## src/rtl/cdr_defs.svh

```systemverilog
// Register offsets, field positions, limits and reset values of the CDR register bank.
// Assumes inclusion by bare name from files under rtl/.
`ifndef CDR_DEFS_SVH
`define CDR_DEFS_SVH

// ==========================================================================
// Register offsets
`define CDR_ADDR_STATUS      8'h04
`define CDR_ADDR_CTL_A_RD    8'h05
`define CDR_ADDR_CTL_B_RD    8'h06
`define CDR_ADDR_CTL_A       8'h08
`define CDR_ADDR_CTL_B       8'h09
`define CDR_ADDR_CTL_C       8'h11
`define CDR_ADDR_BER_CTL_A   8'h1E
`define CDR_ADDR_BER_STS     8'h20
`define CDR_ADDR_BER_RESULT  8'h21
`define CDR_ADDR_BER_CONV    8'h24
`define CDR_ADDR_UPPER       8'h35
`define CDR_ADDR_LOWER       8'h36
`define CDR_ADDR_PHASE       8'h37
`define CDR_ADDR_RATE_LSB    8'h39

// ==========================================================================
// Field positions
`define CDR_ST_LOSS          5
`define CDR_ST_STICKY        4
`define CDR_ST_LOCK          3
`define CDR_ST_RATE          2
`define CDR_ST_COARSE        0
`define CDR_CA_LOCK_REF      0
`define CDR_CA_MEASURE       1
`define CDR_CA_DIV_LO        2
`define CDR_CA_DIV_HI        5
`define CDR_CA_RANGE_LO      6
`define CDR_CA_RANGE_HI      7
`define CDR_CB_PIN_STICKY    7
`define CDR_CB_CLR_STICKY    6
`define CDR_CB_ACQUIRE       5
`define CDR_CB_CLR_RATE      3
`define CDR_CC_LOSS_POL      2
`define CDR_CC_SQUELCH       1
`define CDR_BA_TIMER_LO      5
`define CDR_BA_TIMER_HI      7
`define CDR_BA_START         3
`define CDR_BA_SEL_LO        0
`define CDR_BA_SEL_HI        2
`define CDR_BS_DONE          0
`define CDR_LSB_UPPER        1
`define CDR_LSB_LOWER        0

// ==========================================================================
// Limits, sequence slots and reset values
`define CDR_PHASE_MAX        6'sh1E
`define CDR_PHASE_MIN        6'sh22
`define CDR_DIV_MAX          4'h8
`define CDR_ERR_BYTES        3'h5
`define CDR_NUM_SEQ          4
`define CDR_SEQ_CLR_STICKY   0
`define CDR_SEQ_CLR_RATE     1
`define CDR_SEQ_ACQUIRE      2
`define CDR_SEQ_BER_START    3
`define CDR_NUM_ASYNC        51
`define CDR_RST_BYTE         8'h00
`define CDR_RST_PHASE        6'h00

`endif

```

## src/rtl/cdr_pkg.sv

```systemverilog
// State types of the CDR register bank.
// Assumes cdr_defs.svh is not needed here; widths are fixed.
package cdr_pkg;

  // ========================================================================
  // Synchroniser state
  typedef struct packed {
    logic meta;
    logic stable;
  } cdr_sync_s;

  // ========================================================================
  // Write-1-then-0 detector state
  typedef struct packed {
    logic armed;
    logic fire;
  } cdr_seq_s;

  // ========================================================================
  // Register bank state
  typedef struct packed {
    logic [7:0]  ctrl_a;
    logic [7:0]  ctrl_b;
    logic [7:0]  ctrl_c;
    logic [7:0]  ber_ctl;
    logic [7:0]  upper_hi;
    logic [7:0]  lower_hi;
    logic [1:0]  code_lsb;
    logic [5:0]  phase;
    logic        lock_sticky;
    logic        rate_done;
    logic        rate_prev;
    logic        ber_prev;
    logic [39:0] err_cnt;
    logic [5:0]  dac_prev;
    logic [5:0]  dac_hold;
    logic        measure_start;
    logic        lock_pin;
    logic        loss_pin;
    logic        squelch_clk;
    logic        squelch_data;
    logic [7:0]  rd_data;
  } cdr_regs_s;

endpackage : cdr_pkg

```

## src/rtl/cdr_regs.sv

```systemverilog
// Control and status register bank of the clock and data recovery receiver.
// Assumes a serial-port slave clocked by ref_clk presents single-cycle register reads and
// writes; status from the recovery core is asynchronous and is synchronised here.
//
// How it works
// - Phase code saturates to minus thirty..thirty
// - Each phase step is one sixtieth UI
// - Byte select picks one of five bytes
// - Signal-loss status bit is one when lost
// - Sticky lock-loss set until software clears
// - Lock one when acquiring, rate one complete
// - Lock source: zero data, one reference
// - Lock-loss pin normal or follows sticky flag
// - Write one then zero clears sticky flag
// - Write one then zero clears rate flag
// - Write one then zero starts acquisition
// - Squelch mode: both outputs or one
`include "cdr_defs.svh"
`timescale 1ns/1ps
`default_nettype none

module cdr_regs
  import cdr_pkg::*;
(
  input  wire logic        ref_clk,
  input  wire logic        sys_rst,
  input  wire logic        reg_wr_en,
  input  wire logic [7:0]  reg_wr_addr,
  input  wire logic [7:0]  reg_wr_data,
  input  wire logic        reg_rd_en,
  input  wire logic [7:0]  reg_rd_addr,
  output logic      [7:0]  reg_rd_data,
  input  wire logic        core_signal_loss,
  input  wire logic        core_lock_loss,
  input  wire logic        core_rate_done,
  input  wire logic        core_coarse_lsb,
  input  wire logic        core_ber_done,
  input  wire logic [39:0] core_error_count,
  input  wire logic [5:0]  core_ber_converter_input,
  output logic             lock_to_reference,
  output logic             measure_start,
  output logic      [1:0]  ref_range,
  output logic      [3:0]  div_ratio_exp,
  output logic             start_acquisition,
  output logic             lock_loss_pin,
  output logic             signal_loss_pin,
  output logic             squelch_clk,
  output logic             squelch_data,
  output logic      [8:0]  upper_rate_bound,
  output logic      [8:0]  lower_rate_bound,
  output logic      [5:0]  phase_code,
  output logic      [2:0]  bit_window_sel,
  output logic             ber_start
);

  // ========================================================================
  // Decoding helpers
  function automatic logic [5:0] clamp_phase(input logic [5:0] raw);
    logic signed [5:0] v;
    v = $signed(raw);
    if (v > `CDR_PHASE_MAX) begin
      clamp_phase = `CDR_PHASE_MAX;
    end else if (v < `CDR_PHASE_MIN) begin
      clamp_phase = `CDR_PHASE_MIN;
    end else begin
      clamp_phase = raw;
    end
  endfunction : clamp_phase

  function automatic logic [3:0] clamp_div(input logic [3:0] raw);
    if (raw > `CDR_DIV_MAX) begin
      clamp_div = `CDR_DIV_MAX;
    end else begin
      clamp_div = raw;
    end
  endfunction : clamp_div

  function automatic logic [7:0] pick_byte(input logic [39:0] cnt, input logic [2:0] sel);
    logic [7:0] b;
    b = `CDR_RST_BYTE;
    if (sel < `CDR_ERR_BYTES) begin
      b = cnt[{sel, 3'h0} +: 8];
    end
    pick_byte = b;
  endfunction : pick_byte

  // ========================================================================
  // Synchronisers for core status
  logic [`CDR_NUM_ASYNC-1:0] async_bus;
  logic [`CDR_NUM_ASYNC-1:0] sync_bus;

  assign async_bus = {core_ber_converter_input, core_error_count, core_ber_done,
                      core_coarse_lsb, core_rate_done, core_lock_loss, core_signal_loss};

  genvar gi;
  generate
    for (gi = 0; gi < `CDR_NUM_ASYNC; gi++) begin : g_sync
      cdr_sync u_sync (
        .ref_clk  (ref_clk),
        .sys_rst  (sys_rst),
        .async_in (async_bus[gi]),
        .sync_out (sync_bus[gi])
      );
    end
  endgenerate

  logic        loss_s;
  logic        lock_s;
  logic        rate_s;
  logic        coarse_s;
  logic        ber_done_s;
  logic [39:0] err_s;
  logic [5:0]  dac_s;

  assign loss_s     = sync_bus[0];
  assign lock_s     = sync_bus[1];
  assign rate_s     = sync_bus[2];
  assign coarse_s   = sync_bus[3];
  assign ber_done_s = sync_bus[4];
  assign err_s      = sync_bus[44:5];
  assign dac_s      = sync_bus[50:45];

  // ========================================================================
  // Write-1-then-0 sequence detectors
  logic [`CDR_NUM_SEQ-1:0] seq_wr;
  logic [`CDR_NUM_SEQ-1:0] seq_bit;
  logic [`CDR_NUM_SEQ-1:0] seq_fire;

  logic wr_ctrl_b;
  logic wr_ber_ctl;

  assign wr_ctrl_b  = reg_wr_en && (reg_wr_addr == `CDR_ADDR_CTL_B);
  assign wr_ber_ctl = reg_wr_en && (reg_wr_addr == `CDR_ADDR_BER_CTL_A);

  assign seq_wr[`CDR_SEQ_CLR_STICKY]  = wr_ctrl_b;
  assign seq_bit[`CDR_SEQ_CLR_STICKY] = reg_wr_data[`CDR_CB_CLR_STICKY];
  assign seq_wr[`CDR_SEQ_CLR_RATE]    = wr_ctrl_b;
  assign seq_bit[`CDR_SEQ_CLR_RATE]   = reg_wr_data[`CDR_CB_CLR_RATE];
  assign seq_wr[`CDR_SEQ_ACQUIRE]     = wr_ctrl_b;
  assign seq_bit[`CDR_SEQ_ACQUIRE]    = reg_wr_data[`CDR_CB_ACQUIRE];
  assign seq_wr[`CDR_SEQ_BER_START]   = wr_ber_ctl;
  assign seq_bit[`CDR_SEQ_BER_START]  = reg_wr_data[`CDR_BA_START];

  generate
    for (gi = 0; gi < `CDR_NUM_SEQ; gi++) begin : g_seq
      cdr_seq u_seq (
        .ref_clk (ref_clk),
        .sys_rst (sys_rst),
        .wr_en   (seq_wr[gi]),
        .wr_bit  (seq_bit[gi]),
        .fire    (seq_fire[gi])
      );
    end
  endgenerate

  // ========================================================================
  // Register state
  cdr_regs_s q;
  cdr_regs_s d;

  always_comb begin
    d               = q;
    d.measure_start = 1'b0;

    // Register writes
    if (reg_wr_en) begin
      case (reg_wr_addr)
        `CDR_ADDR_CTL_A: begin
          d.ctrl_a = reg_wr_data;
          d.ctrl_a[`CDR_CA_DIV_HI:`CDR_CA_DIV_LO] =
            clamp_div(reg_wr_data[`CDR_CA_DIV_HI:`CDR_CA_DIV_LO]);
          if (reg_wr_data[`CDR_CA_MEASURE] && !q.ctrl_a[`CDR_CA_MEASURE]) begin
            d.measure_start = 1'b1;
          end
        end
        `CDR_ADDR_CTL_B: begin
          d.ctrl_b = reg_wr_data;
        end
        `CDR_ADDR_CTL_C: begin
          d.ctrl_c = reg_wr_data;
        end
        `CDR_ADDR_BER_CTL_A: begin
          d.ber_ctl = reg_wr_data;
        end
        `CDR_ADDR_UPPER: begin
          d.upper_hi = reg_wr_data;
        end
        `CDR_ADDR_LOWER: begin
          d.lower_hi = reg_wr_data;
        end
        `CDR_ADDR_RATE_LSB: begin
          d.code_lsb = reg_wr_data[`CDR_LSB_UPPER:`CDR_LSB_LOWER];
        end
        `CDR_ADDR_PHASE: begin
          d.phase = clamp_phase(reg_wr_data[5:0]);
        end
        default: begin
        end
      endcase
    end

    // Sticky lock loss: a set in the same cycle as a clear wins
    if (seq_fire[`CDR_SEQ_CLR_STICKY]) begin
      d.lock_sticky = 1'b0;
    end
    if (lock_s) begin
      d.lock_sticky = 1'b1;
    end

    // Rate measurement complete: cleared by sequence or a new start
    d.rate_prev = rate_s;
    if (seq_fire[`CDR_SEQ_CLR_RATE] || d.measure_start) begin
      d.rate_done = 1'b0;
    end
    if (rate_s && !q.rate_prev) begin
      d.rate_done = 1'b1;
    end

    // Error count captured once the core reports the end of a measurement
    d.ber_prev = ber_done_s;
    if (ber_done_s && !q.ber_prev) begin
      d.err_cnt = err_s;
    end

    // Converter word taken only when two synchronised samples agree
    d.dac_prev = dac_s;
    if (dac_s == q.dac_prev) begin
      d.dac_hold = dac_s;
    end

    // Pins
    if (d.ctrl_b[`CDR_CB_PIN_STICKY]) begin
      d.lock_pin = d.lock_sticky;
    end else begin
      d.lock_pin = lock_s;
    end
    d.loss_pin     = loss_s ^ d.ctrl_c[`CDR_CC_LOSS_POL];
    d.squelch_data = loss_s;
    d.squelch_clk  = loss_s && !d.ctrl_c[`CDR_CC_SQUELCH];

    // Register reads
    if (reg_rd_en) begin
      case (reg_rd_addr)
        `CDR_ADDR_STATUS: begin
          d.rd_data                 = `CDR_RST_BYTE;
          d.rd_data[`CDR_ST_LOSS]   = loss_s;
          d.rd_data[`CDR_ST_STICKY] = q.lock_sticky;
          d.rd_data[`CDR_ST_LOCK]   = lock_s;
          d.rd_data[`CDR_ST_RATE]   = q.rate_done;
          d.rd_data[`CDR_ST_COARSE] = coarse_s;
        end
        `CDR_ADDR_CTL_A_RD: begin
          d.rd_data = q.ctrl_a;
        end
        `CDR_ADDR_CTL_B_RD: begin
          d.rd_data = q.ctrl_b;
        end
        `CDR_ADDR_BER_STS: begin
          d.rd_data                = `CDR_RST_BYTE;
          d.rd_data[`CDR_BS_DONE]  = ber_done_s;
        end
        `CDR_ADDR_BER_RESULT: begin
          d.rd_data = pick_byte(q.err_cnt,
                                q.ber_ctl[`CDR_BA_SEL_HI:`CDR_BA_SEL_LO]);
        end
        `CDR_ADDR_BER_CONV: begin
          d.rd_data = {2'h0, q.dac_hold};
        end
        default: begin
          d.rd_data = `CDR_RST_BYTE;
        end
      endcase
    end
  end

  always_ff @(posedge ref_clk) begin
    if (sys_rst) begin
      q <= '0;
    end else begin
      q <= d;
    end
  end

  // ========================================================================
  // Outputs, all taken from flip-flops
  assign reg_rd_data       = q.rd_data;
  assign lock_to_reference = q.ctrl_a[`CDR_CA_LOCK_REF];
  assign measure_start     = q.measure_start;
  assign ref_range         = q.ctrl_a[`CDR_CA_RANGE_HI:`CDR_CA_RANGE_LO];
  assign div_ratio_exp     = q.ctrl_a[`CDR_CA_DIV_HI:`CDR_CA_DIV_LO];
  assign start_acquisition = seq_fire[`CDR_SEQ_ACQUIRE];
  assign lock_loss_pin     = q.lock_pin;
  assign signal_loss_pin   = q.loss_pin;
  assign squelch_clk       = q.squelch_clk;
  assign squelch_data      = q.squelch_data;
  assign upper_rate_bound  = {q.upper_hi, q.code_lsb[`CDR_LSB_UPPER]};
  assign lower_rate_bound  = {q.lower_hi, q.code_lsb[`CDR_LSB_LOWER]};
  assign phase_code        = q.phase;
  assign bit_window_sel    = q.ber_ctl[`CDR_BA_TIMER_HI:`CDR_BA_TIMER_LO];
  assign ber_start         = seq_fire[`CDR_SEQ_BER_START];

endmodule : cdr_regs
`default_nettype wire

```

## src/rtl/cdr_sync.sv

```systemverilog
// Two-flop synchroniser for one asynchronous level.
// Assumes the input is a level that stays put for several ref_clk periods.
`timescale 1ns/1ps
`default_nettype none

module cdr_sync
  import cdr_pkg::*;
(
  input  wire logic ref_clk,
  input  wire logic sys_rst,
  input  wire logic async_in,
  output logic      sync_out
);

  cdr_sync_s q;
  cdr_sync_s d;

  always_comb begin
    d        = q;
    d.meta   = async_in;
    d.stable = q.meta;
  end

  always_ff @(posedge ref_clk) begin
    if (sys_rst) begin
      q <= '0;
    end else begin
      q <= d;
    end
  end

  assign sync_out = q.stable;

endmodule : cdr_sync
`default_nettype wire

```

## src/rtl/cdr_seq.sv

```systemverilog
// Detects a write of 1 followed by a write of 0 to one control bit.
// Assumes wr_en is a one-cycle strobe of a write to the register holding the bit.
`timescale 1ns/1ps
`default_nettype none

module cdr_seq
  import cdr_pkg::*;
(
  input  wire logic ref_clk,
  input  wire logic sys_rst,
  input  wire logic wr_en,
  input  wire logic wr_bit,
  output logic      fire
);

  cdr_seq_s q;
  cdr_seq_s d;

  always_comb begin
    d       = q;
    d.fire  = 1'b0;
    if (wr_en) begin
      if (wr_bit) begin
        d.armed = 1'b1;
      end else if (q.armed) begin
        d.armed = 1'b0;
        d.fire  = 1'b1;
      end
    end
  end

  always_ff @(posedge ref_clk) begin
    if (sys_rst) begin
      q <= '0;
    end else begin
      q <= d;
    end
  end

  assign fire = q.fire;

endmodule : cdr_seq
`default_nettype wire

```

## config.mk

```make
export PLATFORM = sky130hd
export DESIGN_NAME = cdr_regs
export DESIGN_NICKNAME = d
export VERILOG_FILES = /design/src/rtl/cdr_pkg.sv /design/src/rtl/cdr_regs.sv /design/src/rtl/cdr_sync.sv /design/src/rtl/cdr_seq.sv
export VERILOG_INCLUDE_DIRS = /design/src /design/src/rtl
export SDC_FILE = /design/constraint.sdc
export NUM_CORES = 1
export LEC_CHECK = 0
export BUFFER_PORTS_ARGS = -buffer_cell sky130_fd_sc_hd__buf_2
export CORE_ASPECT_RATIO = 0.7
export CORE_MARGIN = 2
export CORE_UTILIZATION = 30
export CTS_CLUSTER_SIZE = 10
export DETAILED_ROUTE_END_ITERATION = 12
export PLACE_DENSITY = 0.56
export REMOVE_ABC_BUFFERS = 1
export SLEW_MARGIN = 30
export SYNTH_ARGS = -nofsm -noshare
export SYNTH_HDL_FRONTEND = slang
export SYNTH_SLANG_ARGS = --single-unit
```

## constraint.sdc

```tcl
create_clock -name ref_clk -period 2.1 [get_ports ref_clk]
set_clock_uncertainty 0.05 [all_clocks]
set_input_delay 0.42 -clock ref_clk [delete_from_list [all_inputs] [get_ports ref_clk]]
set_output_delay 0.42 -clock ref_clk [all_outputs]
set_load 0.01 [all_outputs]
```

==> out/results.tsv <==
metric	value	unit
syn_inst	835	
regArea	4480	um2
finalInstanceArea	9640	um2
clk_latency	0.52	ns
synth_top_area_frac	0.549	
period_needed	1.76	ns
min_path_type	in -> reg	
layout.cells.non_filler	1288	
die_y	142	um
finalSetupTns	0	ns
synth.top_cells.by_area	dfxtp_1 55%, nor2b_1 9.2%, mux2i_1 8.1%, nand2_1 4.5%, buf_4 4.1%	
status	finished, final reports clean	
synthTopCellsByCount	224 x dfxtp_1, 120 x nor2b_1, 97 x nand2_1	
dr.pass1.iters	4	
vias	5650	
hold_viol_final	0	
synthArstFlopShare	0	
cts-root-buf	clkbuf_16	
route.detailed.drc	0	
postPlaceCellArea	8930	um2
synth-seq-area-share	0.549	
nFillCells	2827	
place_hpwl	13.2	mm
fin_crit_sh	0.837	
rsz0062_at_grt	false	
core	26800	um2
start_util	0.305	
crit_chain	buf_4 > mux2i_1 > o21ai_0 > a32oi_1 > nand2_1	
wl_per_cell	14.9	um
crit_family	flip-flops	
synth_top_family_by_area	simple AND/OR/NAND/NOR gates	
cp_max_fo	10	
arrival	2.12	ns
finalPower	8790	uW
cts_setup_buffers	0	
grt_overflow	0	
area_delta_synth_final	18.1	%
die_w	201	um
grt_pass1_vias	5422	
maxCapViolations	0	
viasPerCell	4.39	
ir_drop	568	uV
synth_enable_flop_cells	0	
fmax	569	MHz
multi_input_area	3170	um2
n_antenna_cell	0	
p_per_area	912	nW/um2
io_pins	128	
worstSetupEndpointType	flip-flop	
portBuffers	127	
finalMaxSlewViolations	0	
cts_resized	0	
synth_cell_type_count	50	
synth_xor_area_frac	0.00751	
nets	1000	
syn_area	8170	um2
p_leak	0.00399	uW
grt_max_degree	61	
gp_congestion	0.781	
ant_nets	0	
synth-simple-area-share	0.224	
crit_type	reg -> reg	
ys.flop_type	dfxtp_1	
setup_viol_count_final	0	
cp_slowest_stage_delay	0.59	ns
hold_buffers	0	
layout-drive-gt1-share	0.201	
drtIter0Drc	299	
yosysWarnings	0	
numCtsBuffers	27	
required	2.46	ns
antenna_found_initial	0	
htree_levels	1	
synth_top_cell_by_area	dfxtp_1	
slew_headroom	0.621	
worst-path-buf-inv	1	
synth_compound_area_frac	0.0732	
num_rows	50	
avgSynthCellArea	9.78	um2
grt_pass1_wl	30.0	mm
synth-seq-cells	224	
hold_ws	0.0607	ns
synth_mux_area_frac	0.0809	
dieArea	28600	um2
grt_usage	0.132	
cp_slowest_cell	dfxtp_1	
drt_wl_total	19.2	mm
cts_tree	built	
cts_buffer_depth	3	
synthAdderAreaFrac	0.00153	
place_inst	1255	
path_clk_slew	0.05	ns
worstMarginPinSlew	0.568	ns
yosysMostFrequentCell	dfxtp_1	
cp-start-kind	flip-flop	
cts.sinks	224	
-- per-stage QoR --
stage,util,worst slack (ns)
after floorplan,-,0.0601
after CTS,0.360,0.342
after global routing,0.360,0.167
after detailed placement,0.333,0.194
final,0.360,0.343
after global placement,0.333,0.230
-- placed cells by master (no fill, tap or decap), drive strengths merged, types with 3 or more instances in the layout --
cell type,n
nor3,3
a32oi,4
buf,145
nand2,97
nor3b,7
nor4b,6
nor2,67
nand2b,9
xor2,5
nand3b,3
a2bb2oi,6
inv,3
nor2b,120
mux2i,66
nand3,7
nand4,8
a21oi,63
o21ai,19
dfxtp,224
clkbuf,31
-- path summary, 6_finish.rpt --
check / endpoint / slack (ns) / start / cells past startpoint
hold / removal: g_sync[6].u_sync.d[0] / 0.06 / core_error_count[1] / 2
setup reg to reg: reg_rd_data[2] / 0.34 / q[95] / 5
setup / recovery: reg_rd_data[2] / 0.34 / q[95] / 5
hold reg to reg: q[48] / 0.37 / g_sync[28].u_sync.sync_out / 2
-- layer usage --
metal  up-vias  part of all wire  GRT usage  wire length, um
li1       2880                 -          -                -
met1      2650              0.53      0.198            10200
met4         0             0.015     0.0313              293
met5         -                 0          0                0
met2        96              0.41      0.192             7820
met3        24             0.049     0.0288              938
-- final cells by class --
cell class,count,area share
Clock buffer,31,0.0727
Clock inverter,2,0.00143
Inverter,2,0.000779
Multi-Input combinational cell,520,0.328
Sequential cell,224,0.465
Tap cell,364,0.0472
Timing Repair Buffer,145,0.0845
-- kinds of logic (layout without fill, tap and decap cells) --
group / Yosys count / count (layout)
xor gates and xnor gates: 7 / 7
AOI/OAI and AO/OA: 105 / 105
buffers and inverters: 91 / 180
muxes: 66 / 66
and+or+nand+nor: 341 / 341
DFF: 224 / 224
adders and majority gates: 1 / 1
-- flip-flops by register name (all words and copies together), names as in the netlist, 2 cells and up --
| name | count |
|---|---|
| bit_window_sel | 3 |
| div_ratio_exp | 4 |
| g_seq.u_seq.fire | 4 |
| g_sync.u_sync.d | 51 |
| g_sync.u_sync.sync_out | 51 |
| lower_rate_bound | 9 |
| phase_code | 6 |
| q | 70 |
| ref_range | 2 |
| reg_rd_data | 8 |
| upper_rate_bound | 9 |
-- power breakdown --
part	internal (uW)	leakage, uW	switching, uW
Clock	2310	0.000352	1640
Sequential	4370	0.00183	39.8
Combinational	188	0.00181	241
Total	6870	0.00399	1920
Power figures use the tool's default switching activity.
